===== src/ofd_regs.svh =====
// Register offsets, field positions, reset values and timing for the operand decoder
// Assumes a 32-bit Avalon-MM slave with word addressing
`ifndef OFD_REGS_SVH
`define OFD_REGS_SVH

// ****************************************
// Register word indices
// ****************************************
`define OFD_REG_BANK    3'h0
`define OFD_REG_FLAGS   3'h1
`define OFD_REG_PROD    3'h2
`define OFD_REG_TABLE_POINTER  3'h3
`define OFD_REG_LAST    3'h4

// ****************************************
// Reset values and widths
// ****************************************
`define OFD_BANK_W      4
`define OFD_BANK_RST    4'h0
`define OFD_FLAGS_RST   5'h00
`define OFD_PROD_RST    16'h0000
`define OFD_TABLE_POINTER_RST  21'h00_0000
`define OFD_TABLE_POINTER_W    21

// ****************************************
// Instruction word field positions
// ****************************************
`define OFD_A_BIT       8
`define OFD_D_BIT       9
`define OFD_S_BIT       0
`define OFD_TOP_NIB     4'hF

// ****************************************
// Timing
// ****************************************
`define OFD_CLK_PER_CYC 4

`endif


===== src/ofd_pkg.sv =====
// Types shared by the operand decoder and its table pointer unit
// Assumes nothing beyond a SystemVerilog compiler
package ofd_pkg;

  typedef enum logic [1:0] {
    OFD_ST_SINGLE = 2'b00,
    OFD_ST_SECOND = 2'b01,
    OFD_ST_FLUSH  = 2'b10
  } ofd_state_t;

  typedef enum logic [1:0] {
    OFD_STEP_NONE = 2'b00,
    OFD_STEP_POSTINC = 2'b01,
    OFD_STEP_POSTDEC = 2'b10,
    OFD_STEP_PREINC  = 2'b11
  } ofd_step_t;

endpackage : ofd_pkg


===== src/ofd_table_pointer.sv =====
// Table pointer with the four step modes
// Assumes load and step come from logic on the same clock
`timescale 1ns/1ps
`default_nettype none
`include "ofd_regs.svh"

module ofd_table_pointer (
  input  wire logic                     clock_in,
  input  wire logic                     rst_b_in,
  input  wire logic                     load_in,
  input  wire logic [`OFD_TABLE_POINTER_W-1:0] load_val_in,
  input  wire logic                     step_in,
  input  wire ofd_pkg::ofd_step_t       mode_in,
  output logic      [`OFD_TABLE_POINTER_W-1:0] ptr_out,
  output logic      [`OFD_TABLE_POINTER_W-1:0] access_addr_out
);
  import ofd_pkg::*;

  logic [`OFD_TABLE_POINTER_W-1:0] ptr_q;
  logic [`OFD_TABLE_POINTER_W-1:0] acc_q;
  logic [`OFD_TABLE_POINTER_W-1:0] inc_w;
  logic [`OFD_TABLE_POINTER_W-1:0] dec_w;

  assign inc_w = ptr_q + 21'h00_0001;
  assign dec_w = ptr_q - 21'h00_0001;
  assign ptr_out = ptr_q;
  assign access_addr_out = acc_q;

  // ****************************************
  // Pointer update, step wins over load
  // ****************************************
  always_ff @(posedge clock_in) begin
    if (!rst_b_in) begin
      ptr_q <= `OFD_TABLE_POINTER_RST;
      acc_q <= `OFD_TABLE_POINTER_RST;
    end else if (step_in) begin
      case (mode_in)
        OFD_STEP_NONE:    begin ptr_q <= ptr_q; acc_q <= ptr_q; end
        OFD_STEP_POSTINC: begin ptr_q <= inc_w; acc_q <= ptr_q; end
        OFD_STEP_POSTDEC: begin ptr_q <= dec_w; acc_q <= ptr_q; end
        OFD_STEP_PREINC:  begin ptr_q <= inc_w; acc_q <= inc_w; end
        default:          begin ptr_q <= ptr_q; acc_q <= ptr_q; end
      endcase
    end else if (load_in) begin
      ptr_q <= load_val_in;
    end
  end

  // ****************************************
  // Checks
  // ****************************************
  property p_tbl_post;
    @(posedge clock_in) disable iff (!rst_b_in)
      step_in && mode_in == OFD_STEP_POSTINC |=>
        ptr_q == $past(ptr_q) + 21'h00_0001 && acc_q == $past(ptr_q);
  endproperty
  a_tbl_post: assert property (p_tbl_post) else $error("post-increment wrong");

  property p_tbl_pre;
    @(posedge clock_in) disable iff (!rst_b_in)
      step_in && mode_in == OFD_STEP_PREINC |=> acc_q == ptr_q && acc_q != $past(ptr_q);
  endproperty
  a_tbl_pre: assert property (p_tbl_pre) else $error("pre-increment wrong");

endmodule : ofd_table_pointer
`default_nettype wire


===== src/ofd_decoder.sv =====
// Operand field decoder with Avalon-MM register slave
// Assumes instruction words and datapath strobes arrive on clock_in
`timescale 1ns/1ps
`default_nettype none
`include "ofd_regs.svh"

module ofd_decoder (
  input  wire logic             clock_in,
  input  wire logic             rst_b_in,
  input  wire logic [2:0]       avs_address_in,
  input  wire logic             avs_read_in,
  input  wire logic             avs_write_in,
  input  wire logic [31:0]      avs_writedata_in,
  input  wire logic [3:0]       avs_byteenable_in,
  output logic      [31:0]      avs_readdata_out,
  output logic                  avs_waitrequest_out,
  input  wire logic [15:0]      instr_word_in,
  input  wire logic             instr_valid_in,
  input  wire logic             taken_in,
  input  wire logic             flags_we_in,
  input  wire logic [4:0]       flags_in,
  input  wire logic             prod_we_in,
  input  wire logic [15:0]      prod_in,
  output logic                  cycle_start_out,
  output logic                  access_ram_out,
  output logic [`OFD_BANK_W-1:0] ram_bank_out,
  output logic [7:0]            file_addr_out,
  output logic                  dest_file_out,
  output logic [7:0]            bit_onehot_out,
  output logic [1:0]            ptr_sel_out,
  output logic [11:0]           src_addr_out,
  output logic [11:0]           dst_addr_out,
  output logic [6:0]            src_off_out,
  output logic [6:0]            dst_off_out,
  output logic [7:0]            lit8_out,
  output logic [11:0]           lit12_out,
  output logic [19:0]           lit20_out,
  output logic [10:0]           rel_off_out,
  output logic                  fast_out,
  output logic                  exec_nop_out,
  output logic [20:0]           tbl_addr_out,
  output logic [4:0]            flags_out,
  output logic [7:0]            product_high_byte_out,
  output logic [7:0]            product_low_byte_out
);
  import ofd_pkg::*;

  // ****************************************
  // Instruction cycle enable
  // ****************************************
  logic [1:0] qcnt_q;
  logic       q_en;
  logic       cyc_q;

  assign q_en = (qcnt_q == 2'(`OFD_CLK_PER_CYC - 1));

  always_ff @(posedge clock_in) begin
    if (!rst_b_in) begin
      qcnt_q <= 2'h0;
      cyc_q  <= 1'b0;
    end else begin
      qcnt_q <= qcnt_q + 2'h1;
      cyc_q  <= q_en;
    end
  end
  assign cycle_start_out = cyc_q;

  // ****************************************
  // Opcode class decode
  // ****************************************
  ofd_state_t state_q;
  logic [15:0] w;
  logic [15:0] w1_q;
  logic        lat;
  logic        is_movff;
  logic        is_goto;
  logic        is_call;
  logic        is_lfsr;
  logic        is_two;
  logic        is_tbl;
  logic        is_ret;
  logic        is_bra;
  logic        is_bcc;
  logic        first;
  logic        second;

  assign w        = instr_word_in;
  assign lat      = q_en && instr_valid_in;
  assign first    = lat && state_q == OFD_ST_SINGLE;
  assign second   = lat && state_q == OFD_ST_SECOND;
  assign is_movff = w[15:12] == 4'hC;
  assign is_goto  = w[15:8] == 8'hEF;
  assign is_call  = w[15:9] == 7'h76;
  assign is_lfsr  = w[15:6] == 10'h3B8;
  assign is_two   = is_movff || is_goto || is_call || is_lfsr;
  assign is_tbl   = w[15:3] == 13'h0001;
  assign is_ret   = w[15:1] == 15'h0009 || w[15:1] == 15'h0008;
  assign is_bra   = w[15:12] == 4'hD;
  assign is_bcc   = w[15:11] == 5'h1C;

  // ****************************************
  // Sequencing of two-word and taken cycles
  // ****************************************
  always_ff @(posedge clock_in) begin
    if (!rst_b_in) begin
      state_q <= OFD_ST_SINGLE;
    end else if (q_en) begin
      case (state_q)
        OFD_ST_SINGLE: begin
          if (lat && is_two && w[15:12] != `OFD_TOP_NIB) begin
            state_q <= OFD_ST_SECOND;
          end else if (taken_in) begin
            state_q <= OFD_ST_FLUSH;
          end
        end
        OFD_ST_SECOND: begin
          if (lat) begin
            state_q <= taken_in ? OFD_ST_FLUSH : OFD_ST_SINGLE;
          end
        end
        OFD_ST_FLUSH: begin
          state_q <= OFD_ST_SINGLE;
        end
        default: begin
          state_q <= OFD_ST_SINGLE;
        end
      endcase
    end
  end

  always_ff @(posedge clock_in) begin
    if (!rst_b_in) begin
      w1_q <= 16'h0000;
    end else if (first) begin
      w1_q <= w;
    end
  end

  // ****************************************
  // Software registers
  // ****************************************
  logic [`OFD_BANK_W-1:0] bank_select_reg_q;
  logic [4:0]             flags_q;
  logic [15:0]            prod_q;
  logic                   wait_q;
  logic                   wr_go;
  logic [31:0]            bmask;
  logic [31:0]            wmerge;
  logic [20:0]            tbl_ptr;
  logic [20:0]            tbl_acc;
  logic [31:0]            rd_d;

  assign wr_go = avs_write_in && !wait_q;
  assign bmask = {{8{avs_byteenable_in[3]}}, {8{avs_byteenable_in[2]}},
                  {8{avs_byteenable_in[1]}}, {8{avs_byteenable_in[0]}}};

  always_comb begin
    case (avs_address_in)
      `OFD_REG_BANK:   wmerge = {28'h000_0000, bank_select_reg_q};
      `OFD_REG_FLAGS:  wmerge = {27'h000_0000, flags_q};
      `OFD_REG_PROD:   wmerge = {16'h0000, prod_q};
      `OFD_REG_TABLE_POINTER: wmerge = {11'h000, tbl_ptr};
      default:         wmerge = 32'h0000_0000;
    endcase
    wmerge = (wmerge & ~bmask) | (avs_writedata_in & bmask);
  end

  always_ff @(posedge clock_in) begin
    if (!rst_b_in) begin
      bank_select_reg_q <= `OFD_BANK_RST;
    end else if (wr_go && avs_address_in == `OFD_REG_BANK) begin
      bank_select_reg_q <= wmerge[`OFD_BANK_W-1:0];
    end
  end

  // Hardware updates win over a software write in the same cycle
  always_ff @(posedge clock_in) begin
    if (!rst_b_in) begin
      flags_q <= `OFD_FLAGS_RST;
    end else if (flags_we_in) begin
      flags_q <= flags_in;
    end else if (wr_go && avs_address_in == `OFD_REG_FLAGS) begin
      flags_q <= wmerge[4:0];
    end
  end

  always_ff @(posedge clock_in) begin
    if (!rst_b_in) begin
      prod_q <= `OFD_PROD_RST;
    end else if (prod_we_in) begin
      prod_q <= prod_in;
    end else if (wr_go && avs_address_in == `OFD_REG_PROD) begin
      prod_q <= wmerge[15:0];
    end
  end
  assign flags_out             = flags_q;
  assign product_high_byte_out = prod_q[15:8];
  assign product_low_byte_out  = prod_q[7:0];

  always_comb begin
    case (avs_address_in)
      `OFD_REG_BANK:   rd_d = {28'h000_0000, bank_select_reg_q};
      `OFD_REG_FLAGS:  rd_d = {27'h000_0000, flags_q};
      `OFD_REG_PROD:   rd_d = {16'h0000, prod_q};
      `OFD_REG_TABLE_POINTER: rd_d = {11'h000, tbl_ptr};
      `OFD_REG_LAST:   rd_d = {14'h0000, state_q, w1_q};
      default:         rd_d = 32'h0000_0000;
    endcase
  end

  // Every access answers one cycle after it is first seen
  always_ff @(posedge clock_in) begin
    if (!rst_b_in) begin
      wait_q           <= 1'b1;
      avs_readdata_out <= 32'h0000_0000;
    end else if (!wait_q) begin
      wait_q <= 1'b1;
    end else if (avs_read_in || avs_write_in) begin
      wait_q           <= 1'b0;
      avs_readdata_out <= avs_read_in ? rd_d : 32'h0000_0000;
    end
  end
  assign avs_waitrequest_out = wait_q;

  // ****************************************
  // Table pointer unit
  // ****************************************
  ofd_table_pointer u_tbl (
    .clock_in        (clock_in),
    .rst_b_in        (rst_b_in),
    .load_in         (wr_go && avs_address_in == `OFD_REG_TABLE_POINTER),
    .load_val_in     (wmerge[20:0]),
    .step_in         (first && is_tbl),
    .mode_in         (ofd_step_t'(w[1:0])),
    .ptr_out         (tbl_ptr),
    .access_addr_out (tbl_acc)
  );
  assign tbl_addr_out = tbl_acc;

  // ****************************************
  // Bit position select
  // ****************************************
  logic [7:0] bit_d;
  genvar gi;
  generate
    for (gi = 0; gi < 8; gi = gi + 1) begin : g_bit
      assign bit_d[gi] = (w[11:9] == 3'(gi));
    end
  endgenerate

  // ****************************************
  // Operand field registers
  // ****************************************
  always_ff @(posedge clock_in) begin
    if (!rst_b_in) begin
      access_ram_out <= 1'b0;
      ram_bank_out   <= `OFD_BANK_RST;
      file_addr_out  <= 8'h00;
      dest_file_out  <= 1'b0;
      bit_onehot_out <= 8'h01;
      ptr_sel_out    <= 2'h0;
      lit8_out       <= 8'h00;
      rel_off_out    <= 11'h000;
      fast_out       <= 1'b0;
      src_off_out    <= 7'h00;
    end else if (first) begin
      access_ram_out <= !w[`OFD_A_BIT];
      ram_bank_out   <= w[`OFD_A_BIT] ? bank_select_reg_q : `OFD_BANK_RST;
      file_addr_out  <= w[7:0];
      dest_file_out  <= w[`OFD_D_BIT];
      bit_onehot_out <= bit_d;
      ptr_sel_out    <= w[5:4];
      lit8_out       <= w[7:0];
      rel_off_out    <= is_bcc ? {{3{w[7]}}, w[7:0]} : w[10:0];
      // A call carries its fast bit next to the target byte, a return in bit 0
      fast_out       <= is_call ? w[8] : (is_ret && w[`OFD_S_BIT]);
      src_off_out    <= w[6:0];
    end
  end

  always_ff @(posedge clock_in) begin
    if (!rst_b_in) begin
      src_addr_out <= 12'h000;
      dst_addr_out <= 12'h000;
      dst_off_out  <= 7'h00;
      lit12_out    <= 12'h000;
      lit20_out    <= 20'h0_0000;
    end else if (second) begin
      src_addr_out <= w1_q[11:0];
      dst_addr_out <= w[11:0];
      dst_off_out  <= w[6:0];
      lit12_out    <= {w1_q[3:0], w[7:0]};
      lit20_out    <= {w[11:0], w1_q[7:0]};
    end
  end

  // Don't-care bits never reach a decision, and a lone second word is a no-op
  always_ff @(posedge clock_in) begin
    if (!rst_b_in) begin
      exec_nop_out <= 1'b0;
    end else if (q_en) begin
      exec_nop_out <= state_q == OFD_ST_FLUSH ||
                      (first && w[15:12] == `OFD_TOP_NIB);
    end
  end

  // ****************************************
  // Checks
  // ****************************************
  property p_access;
    @(posedge clock_in) disable iff (!rst_b_in)
      first && !w[8] |=> access_ram_out && ram_bank_out == `OFD_BANK_RST;
  endproperty
  a_access: assert property (p_access) else $error("access RAM not forced");

  property p_bank;
    @(posedge clock_in) disable iff (!rst_b_in)
      first && w[8] |=> !access_ram_out && ram_bank_out == $past(bank_select_reg_q);
  endproperty
  a_bank: assert property (p_bank) else $error("bank not from bank select");

  property p_dest;
    @(posedge clock_in) disable iff (!rst_b_in)
      first |=> dest_file_out == $past(instr_word_in[9]);
  endproperty
  a_dest: assert property (p_dest) else $error("destination select wrong");

  property p_bit;
    @(posedge clock_in) disable iff (!rst_b_in)
      first |=> $onehot(bit_onehot_out) &&
                bit_onehot_out == (8'h01 << $past(instr_word_in[11:9]));
  endproperty
  a_bit: assert property (p_bit) else $error("bit select wrong");

  property p_move;
    @(posedge clock_in) disable iff (!rst_b_in)
      second |=> src_addr_out == $past(w1_q[11:0]) &&
                 dst_addr_out == $past(instr_word_in[11:0]);
  endproperty
  a_move: assert property (p_move) else $error("move addresses wrong");

  property p_nop;
    @(posedge clock_in) disable iff (!rst_b_in)
      first && w[15:12] == 4'hF |=> exec_nop_out && state_q == OFD_ST_SINGLE;
  endproperty
  a_nop: assert property (p_nop) else $error("lone second word not a no-op");

  property p_cycle;
    @(posedge clock_in) disable iff (!rst_b_in)
      q_en |=> !q_en [*3] ##1 q_en;
  endproperty
  a_cycle: assert property (p_cycle) else $error("cycle not four clocks");

  property p_fast;
    @(posedge clock_in) disable iff (!rst_b_in)
      first && (is_ret || is_call) |=>
        fast_out == $past(is_call ? instr_word_in[8] : instr_word_in[0]);
  endproperty
  a_fast: assert property (p_fast) else $error("fast bit wrong");

  property p_lit8;
    @(posedge clock_in) disable iff (!rst_b_in)
      first |=> lit8_out == $past(instr_word_in[7:0]) ##4 1'b1;
  endproperty
  a_lit8: assert property (p_lit8) else $error("literal wrong");

endmodule : ofd_decoder
`default_nettype wire


===== config.mk =====
export PLATFORM = sky130hd
export DESIGN_NAME = ofd_decoder
export DESIGN_NICKNAME = d
export VERILOG_FILES = /design/src/ofd_pkg.sv /design/src/ofd_table_pointer.sv /design/src/ofd_decoder.sv
export VERILOG_INCLUDE_DIRS = /design/src
export SDC_FILE = /design/constraint.sdc
export NUM_CORES = 1
export LEC_CHECK = 0
export BUFFER_PORTS_ARGS = -buffer_cell sky130_fd_sc_hd__buf_2
export CELL_PAD_IN_SITES_DETAIL_PLACEMENT = 1
export CELL_PAD_IN_SITES_GLOBAL_PLACEMENT = 1
export CORE_UTILIZATION = 40
export CTS_CLUSTER_SIZE = 12
export DETAILED_ROUTE_END_ITERATION = 8
export PLACE_DENSITY = 0.95
export SYNTH_ARGS = -nofsm -noshare
export SYNTH_HDL_FRONTEND = slang
export SYNTH_SLANG_ARGS = --single-unit

===== constraint.sdc =====
create_clock -name clock_in -period 5.6 [get_ports clock_in]
set_input_delay 0.56 -clock clock_in [delete_from_list [all_inputs] [get_ports clock_in]]
set_output_delay 0.56 -clock clock_in [all_outputs]
set_load 0.05 [all_outputs]

==> results of run 1 <==
-- registers in the layout, summed over array words and instances (netlist names), 2 cells and up --
register and cells:
avs_readdata_out 21, u_tbl.access_addr_out 21, u_tbl.ptr_out 21, prod_q 16, w1_q 16, dst_addr_out 12
src_addr_out 12, bit_onehot_out 8, flags_out 5, bank_select_reg_q 4, ram_bank_out 4, rel_off_out 3
qcnt_q 2, state_q 2
-- cells in the mapped netlist, types with 12 or more instances --
cell type    n  area, sq um
nand2_1    201          754
dfxtp_1    152         3040
buf_4       85          638
o21ai_0     71          355
clkbuf_1    62          233
a21boi_0    54          405
nor2_1      54          203
a21oi_1     51          255
and2_1      39          244
mux2i_1     27          270
nand3_1     21          105
nor3_1      18         90.1
o211a_1     18          180
nor2b_1     17          106
buf_2       15         75.1
nand4_1     14         87.6
inv_1       12         45.0
-- power breakdown --
part	total [uW]	switching, uW	internal (uW)
clock network	1140	484	652
logic	293	208	84.9
registers	1120	20.0	1100
-- final timing paths --
| kind | start | to | slack, ns | cells past startpoint |
|---|---|---|---|---|
| hold reg to reg | qcnt_q[0] | qcnt_q[0] | 0.43 | 1 |
| hold / removal | avs_write_in | avs_waitrequest_out | 0.37 | 2 |
| setup reg to reg | qcnt_q[0] | u_tbl.ptr_out[11] | 2.71 | 7 |
| setup / recovery | qcnt_q[0] | u_tbl.ptr_out[11] | 2.71 | 7 |
-- layout make-up --
| cell class | instances | area (sq um) | area share |
|---|---|---|---|
| Clock buffer | 20 | 467 | 0.0479 |
| Clock inverter | 12 | 115 | 0.0118 |
| Inverter | 12 | 45.0 | 0.00463 |
| Multi-Input combinational cell | 753 | 4420 | 0.454 |
| Sequential cell | 152 | 3040 | 0.313 |
| Tap cell | 270 | 338 | 0.0347 |
| Timing Repair Buffer | 257 | 1300 | 0.134 |
-- kinds of logic after synthesis --
| group | count (synthesis) | synth area share |
|---|---|---|
| AO/OA/AOI/OAI | 273 | 0.214 |
| buffers and inverters | 183 | 0.124 |
| XOR/XNOR | 18 | 0.0186 |
| multiplexers | 33 | 0.0439 |
| adder cells (fa/ha/maj) | 3 | 0.00444 |
| flip-flops | 152 | 0.359 |
| other | 1 | 0.000443 |
| AND/OR/NAND/NOR | 415 | 0.235 |
-- per-layer routing --
layer | GRT usage | up-vias | wire [um]
met3 | 0.0463 | 43 | 1760
met5 | 0 | - | 11
li1 | - | 3873 | -
met2 | 0.446 | 339 | 14000
met1 | 0.344 | 4004 | 12600
met4 | 0.0861 | 2 | 609
-- worst max-delay path: stages (launching register included) --
cell      delay [ns]
dfxtp_1         0.34
ha_1            0.37
and4bb_1        0.33
nand3b_4        0.15
or3_1           0.54
nand2_1         0.40
nand2_1         0.35
o21ai_0         0.31
-- per-stage QoR --
stage	util	hold WS, ns	power, uW	std cells	setup slack [ns]
after CTS	0.475	0.354	2560	1476	2.75
after detailed placement	0.447	0.415	1430	1444	2.44
final	0.475	0.367	2550	1476	2.71
after global placement	0.447	0.407	1420	1444	2.52
after floorplan	-	0.398	1350	1088	3.37
after global routing	0.475	0.363	2630	1476	2.61
==> results by group, run 1 <==
Setup path
  • Crit path DAT: 3.22 ns
  • Setup CP Type: flop to flop
  • Max FO, Critical Path: 11
  • CP required: 5.93 ns
  • Worst setup SP type: flop
  • Crit end category: flop

Die
  • Initial core utilization: 0.413
  • I/O Pins: 275
  • Die width: roughly 150 um
  • Die H: around 150 um
  • Die area: 21700 sq um
  • Rows: 52
  • Placeable Area: 20500 sq um

Global routing
  • Largest net degree at the start of global routing: 104
  • Vias in the first global route: 8156
  • GRT overflow: 0
  • First-pass GRT wire length: 45.3 mm
  • Initial antenna violation count: 1
  • Total track usage: 0.265

Power
  • Max VDD drop: approximately 0.00018 V
  • Pwr Density: 262 nW/um^2
  • Pleak: 0.00429 uW

Run status
  • Outcome: completed

Finish
  • Commonest non-fill, non-tap cell in the layout: buf_2
  • Fin nets: between 1000 and 1500
  • Share of cells above drive strength 1: 0.255
  • Filler cell count: 2574
  • Design Area, Final: 9740 sq um
  • Commonest non-fill, non-tap cells in the layout: buf_2, nand2_1, dfxtp_1
  • Area Growth Syn to Fin: 15.0%
  • Diode count: 0

STA
  • Slew headroom: 0.177
  • Post-layout min period: 2.89 ns
  • RSZ-0062 raised after global routing: no
  • Crit share post-route: 0.515
  • Tightest Pin Transition: 1.23 ns
  • Hold Vio Cnt, Final: 0
  • Worst clock skew: 0.0124 ns
  • Max Slew Vio Count: 0
  • Highest clock rate: 346 MHz
  • Setup_tns: 0 ns
  • # setup viols final: 0

Detailed routing
  • Post-Route WL: 28.9 mm
  • DR vias/cell: ~5.6
  • WL/cell: 19.6 um
  • Drt pass-1 iters: 4
  • Iteration-0 DRC Markers: 571
  • Routed vias: 8261
  • DRT antenna net count: 0
  • # DRC: 0

CTS
  • Clock Sinks: 152
  • Buffer count from post-CTS setup fixing: 0
  • Cts repair resizes: 0
  • H-tree depth: 4
  • Max clock buf depth: 2
  • Clk slew on worst S/H paths: 0.06 ns
  • Cts-stage hold buffer count: 0
  • Total CTS buffers: 17
  • Clk root buf: clkbuf_16
  • Clk Latency, worst-skew pair: approximately 0.43 ns
  • CTS tree: yes

Logic synthesis
  • Post-synth top flop: dfxtp_1
  • Asr flop ratio synth: 0
  • Warning count from the yosys run: 0
  • Cell area after synthesis: 8460 sq um
  • Avg Cell Area, Syn: ~7.9 sq um
  • Post-synth EDFFs: 0
  • Post-Syn Instances: 1078
  • Synthesized flop and latch total: between 150 and 200
  • Sequential cell area fraction in the yosys report: 0.359
  • Synth cell types: 67

Placed design
  • PortBufs: ~250
  • Final RePlAce weighted congestion: 0.910
  • Final HPWL DP: around 21 mm
  • Placed Area: 9150 sq um

Run
  • # Max-Cap Violations: 0

Worst hold path
  • Worst Hold Class: input pin to flop
Note: power is estimated with default switching activity, not from simulation.
==> run 2: changes to the inputs <==
CORE_UTILIZATION = 37   (was 40)
PLACE_DENSITY = 0.91   (was 0.95)
clock period = 3 ns   (was 5.6 ns; I/O delays follow)
==> results by group, run 2 (synthesis gave the netlist of run 1 again) <==
STA
  • Highest clock rate: 385 MHz
  • Tightest Pin Transition: 1.18 ns
  • # setup viols final: 0
  • Crit share post-route: 0.867
  • Setup_tns: 0 ns
  • Post-layout min period: 2.60 ns
  • WHS: 0.106 ns
  • Slew headroom: 0.208
  • Hold Vio Cnt, Final: 0
  • RSZ-0062 raised after global routing: no
  • Max Slew Vio Count: 0
  • Worst clock skew: around 0.011 ns

Finish
  • Fin nets: 1295
  • Commonest non-fill, non-tap cell in the layout: buf_2
  • Filler cell count: 2733
  • Share of cells above drive strength 1: 0.264
  • Commonest non-fill, non-tap cells in the layout: buf_2, nand2_1, dfxtp_1
  • Post-route non-filler standard cell count: 1502
  • Area Growth Syn to Fin: 17.0%

Global routing
  • First-pass GRT wire length: 46.0 mm
  • Total track usage: 0.251
  • Vias in the first global route: 8161
  • Met1 usage: 0.317
  • Initial antenna violation count: 2
  • Met3 GRT Util: 0.0499
  • GRT overflow: 0
  • GR peak layer: met2
  • Met2 usage: 0.410
  • Largest net degree at the start of global routing: 66

Die
  • Initial core utilization: 0.383
  • Rows: 54
  • I/O Pins: 275
  • Die width: 153 um
  • Placeable Area: 22100 sq um
  • Die H: approximately 150 um
  • Die area: 23500 sq um

Run
  • # Max-Cap Violations: 0

CTS
  • Cts-stage hold buffer count: 0
  • H-tree depth: 4
  • Clk Latency, worst-skew pair: 0.44 ns
  • Clk slew on worst S/H paths: 0.07 ns
  • Clock Sinks: 152
  • Cts repair resizes: 0
  • Buffer count from post-CTS setup fixing: 0
  • Max clock buf depth: 2
  • CTS tree: yes
  • Clk root buf: clkbuf_16
  • Total CTS buffers: 17

Setup path
  • Worst setup SP type: flop
  • Worst r2r src: qcnt_q[0]
  • RR Endpoint: u_tbl.ptr_out[17]
  • Sequence of cells on the critical path: ha_1 > and4bb_1 > nand3b_4 > or3_1 > nand2_1 > nand2_1 > o22ai_1
  • Family with the most delay on the worst path: simple AND/OR/NAND/NOR gates
  • R2r setup slk: 0.40 ns
  • CP peak stage delay: ~0.42 ns
  • Crit end category: flop
  • R2R depth: 7
  • WP buf/inv: 0
  • Crit path DAT: between 2 and 3 ns
  • Max FO, Critical Path: 10
  • Highest-delay cell along the critical path: ha_1
  • CP required: approximately 3.3 ns
  • Setup CP Type: flop to flop
  • Crit-path most repeated cell: nand2_1

Detailed routing
  • WL/cell: between 15 and 20 um
  • Routed vias: 8342
  • DR vias/cell: 5.55
  • Post-Route WL: about 30 mm
  • DRT antenna net count: 0
  • Drt pass-1 iters: 4
  • # DRC: 0
  • Iteration-0 DRC Markers: about 570

Run status
  • Outcome: completed

Worst hold path
  • Worst Hold Class: input pin to flop
  • Hold path depth: 2
  • Worst hold endpoint: avs_waitrequest_out
  • Min-delay src: avs_write_in

Power
  • Pwr Density: just under 500 nW/um^2
  • P_sw: roughly 1400 uW
  • Pleak: 0.00438 uW
  • Sw Ratio: 0.279
  • Clock power frac: 0.454
  • Comb pwr share: 0.115
  • Reg power frac: 0.431
  • Pint: 3490 uW
  • Max VDD drop: 0.000322 V

Placed design
  • Final HPWL DP: 21.8 mm
  • Placed Cells incl. Taps: 1469
  • PortBufs: ~250
  • Final RePlAce weighted congestion: a little under 0.9
-- run 2: how the worst max path moves through the flow --
stage,start,endpoint,slack [ns],cells after the start
floorplan,u_tbl.ptr_out[0],u_tbl.ptr_out[6],0.89,9
global placement,instr_word_in[13],u_tbl.ptr_out[20],0.48,7
detailed placement,instr_word_in[13],u_tbl.ptr_out[14],0.44,7
CTS,qcnt_q[0],u_tbl.ptr_out[16],0.43,7
global route,qcnt_q[0],u_tbl.ptr_out[16],0.26,7
finish,qcnt_q[0],u_tbl.ptr_out[17],0.40,7
-- run 2: worst reg2reg max path, stage by stage, from the launching register on --
cell and delay [ns]:
dfxtp_1 0.34, ha_1 0.42, and4bb_1 0.33, nand3b_4 0.14, or3_1 0.39, nand2_1 0.32, nand2_1 0.32, o22ai_1 0.25
-- run 2: area by class of cell --
type / count / area, sq um / area share
antenna: 1 / 2.50 / 0.000253
clock buffer: 19 / 453 / 0.0457
clock inverter: 13 / 141 / 0.0143
inverter: 12 / 45.0 / 0.00455
multi-input combinational: 753 / 4420 / 0.447
sequential: 152 / 3040 / 0.307
tap: 280 / 350 / 0.0354
timing repair buffer: 272 / 1440 / 0.146
-- run 2: power groups by stage --
stage	sequential, uW	clock [uW]	combinational [uW]
floorplan	2190	0	325
global placement	2130	0	537
detailed placement	2130	0	549
CTS	2090	2230	555
global route	2090	2320	595
finish	2090	2200	558
-- run 2: through the flow --
step	util	power, uW	area [sq um]	setup slack (ns)
2_1_floorplan	-	2510	8500	0.895
3_3_place_gp	0.421	2670	9300	0.482
3_5_place_dp	0.421	2680	9300	0.444
4_1_cts	0.448	4870	9900	0.432
5_1_grt	0.448	5010	9900	0.263
6_report	0.448	4840	9900	0.400
-- run 2: metal layers --
metal	wire length, um	vias to the layer above
li1	-	3895
met1	12700	4058
met2	14200	320
met3	1800	67
met4	1020	2
met5	13	-
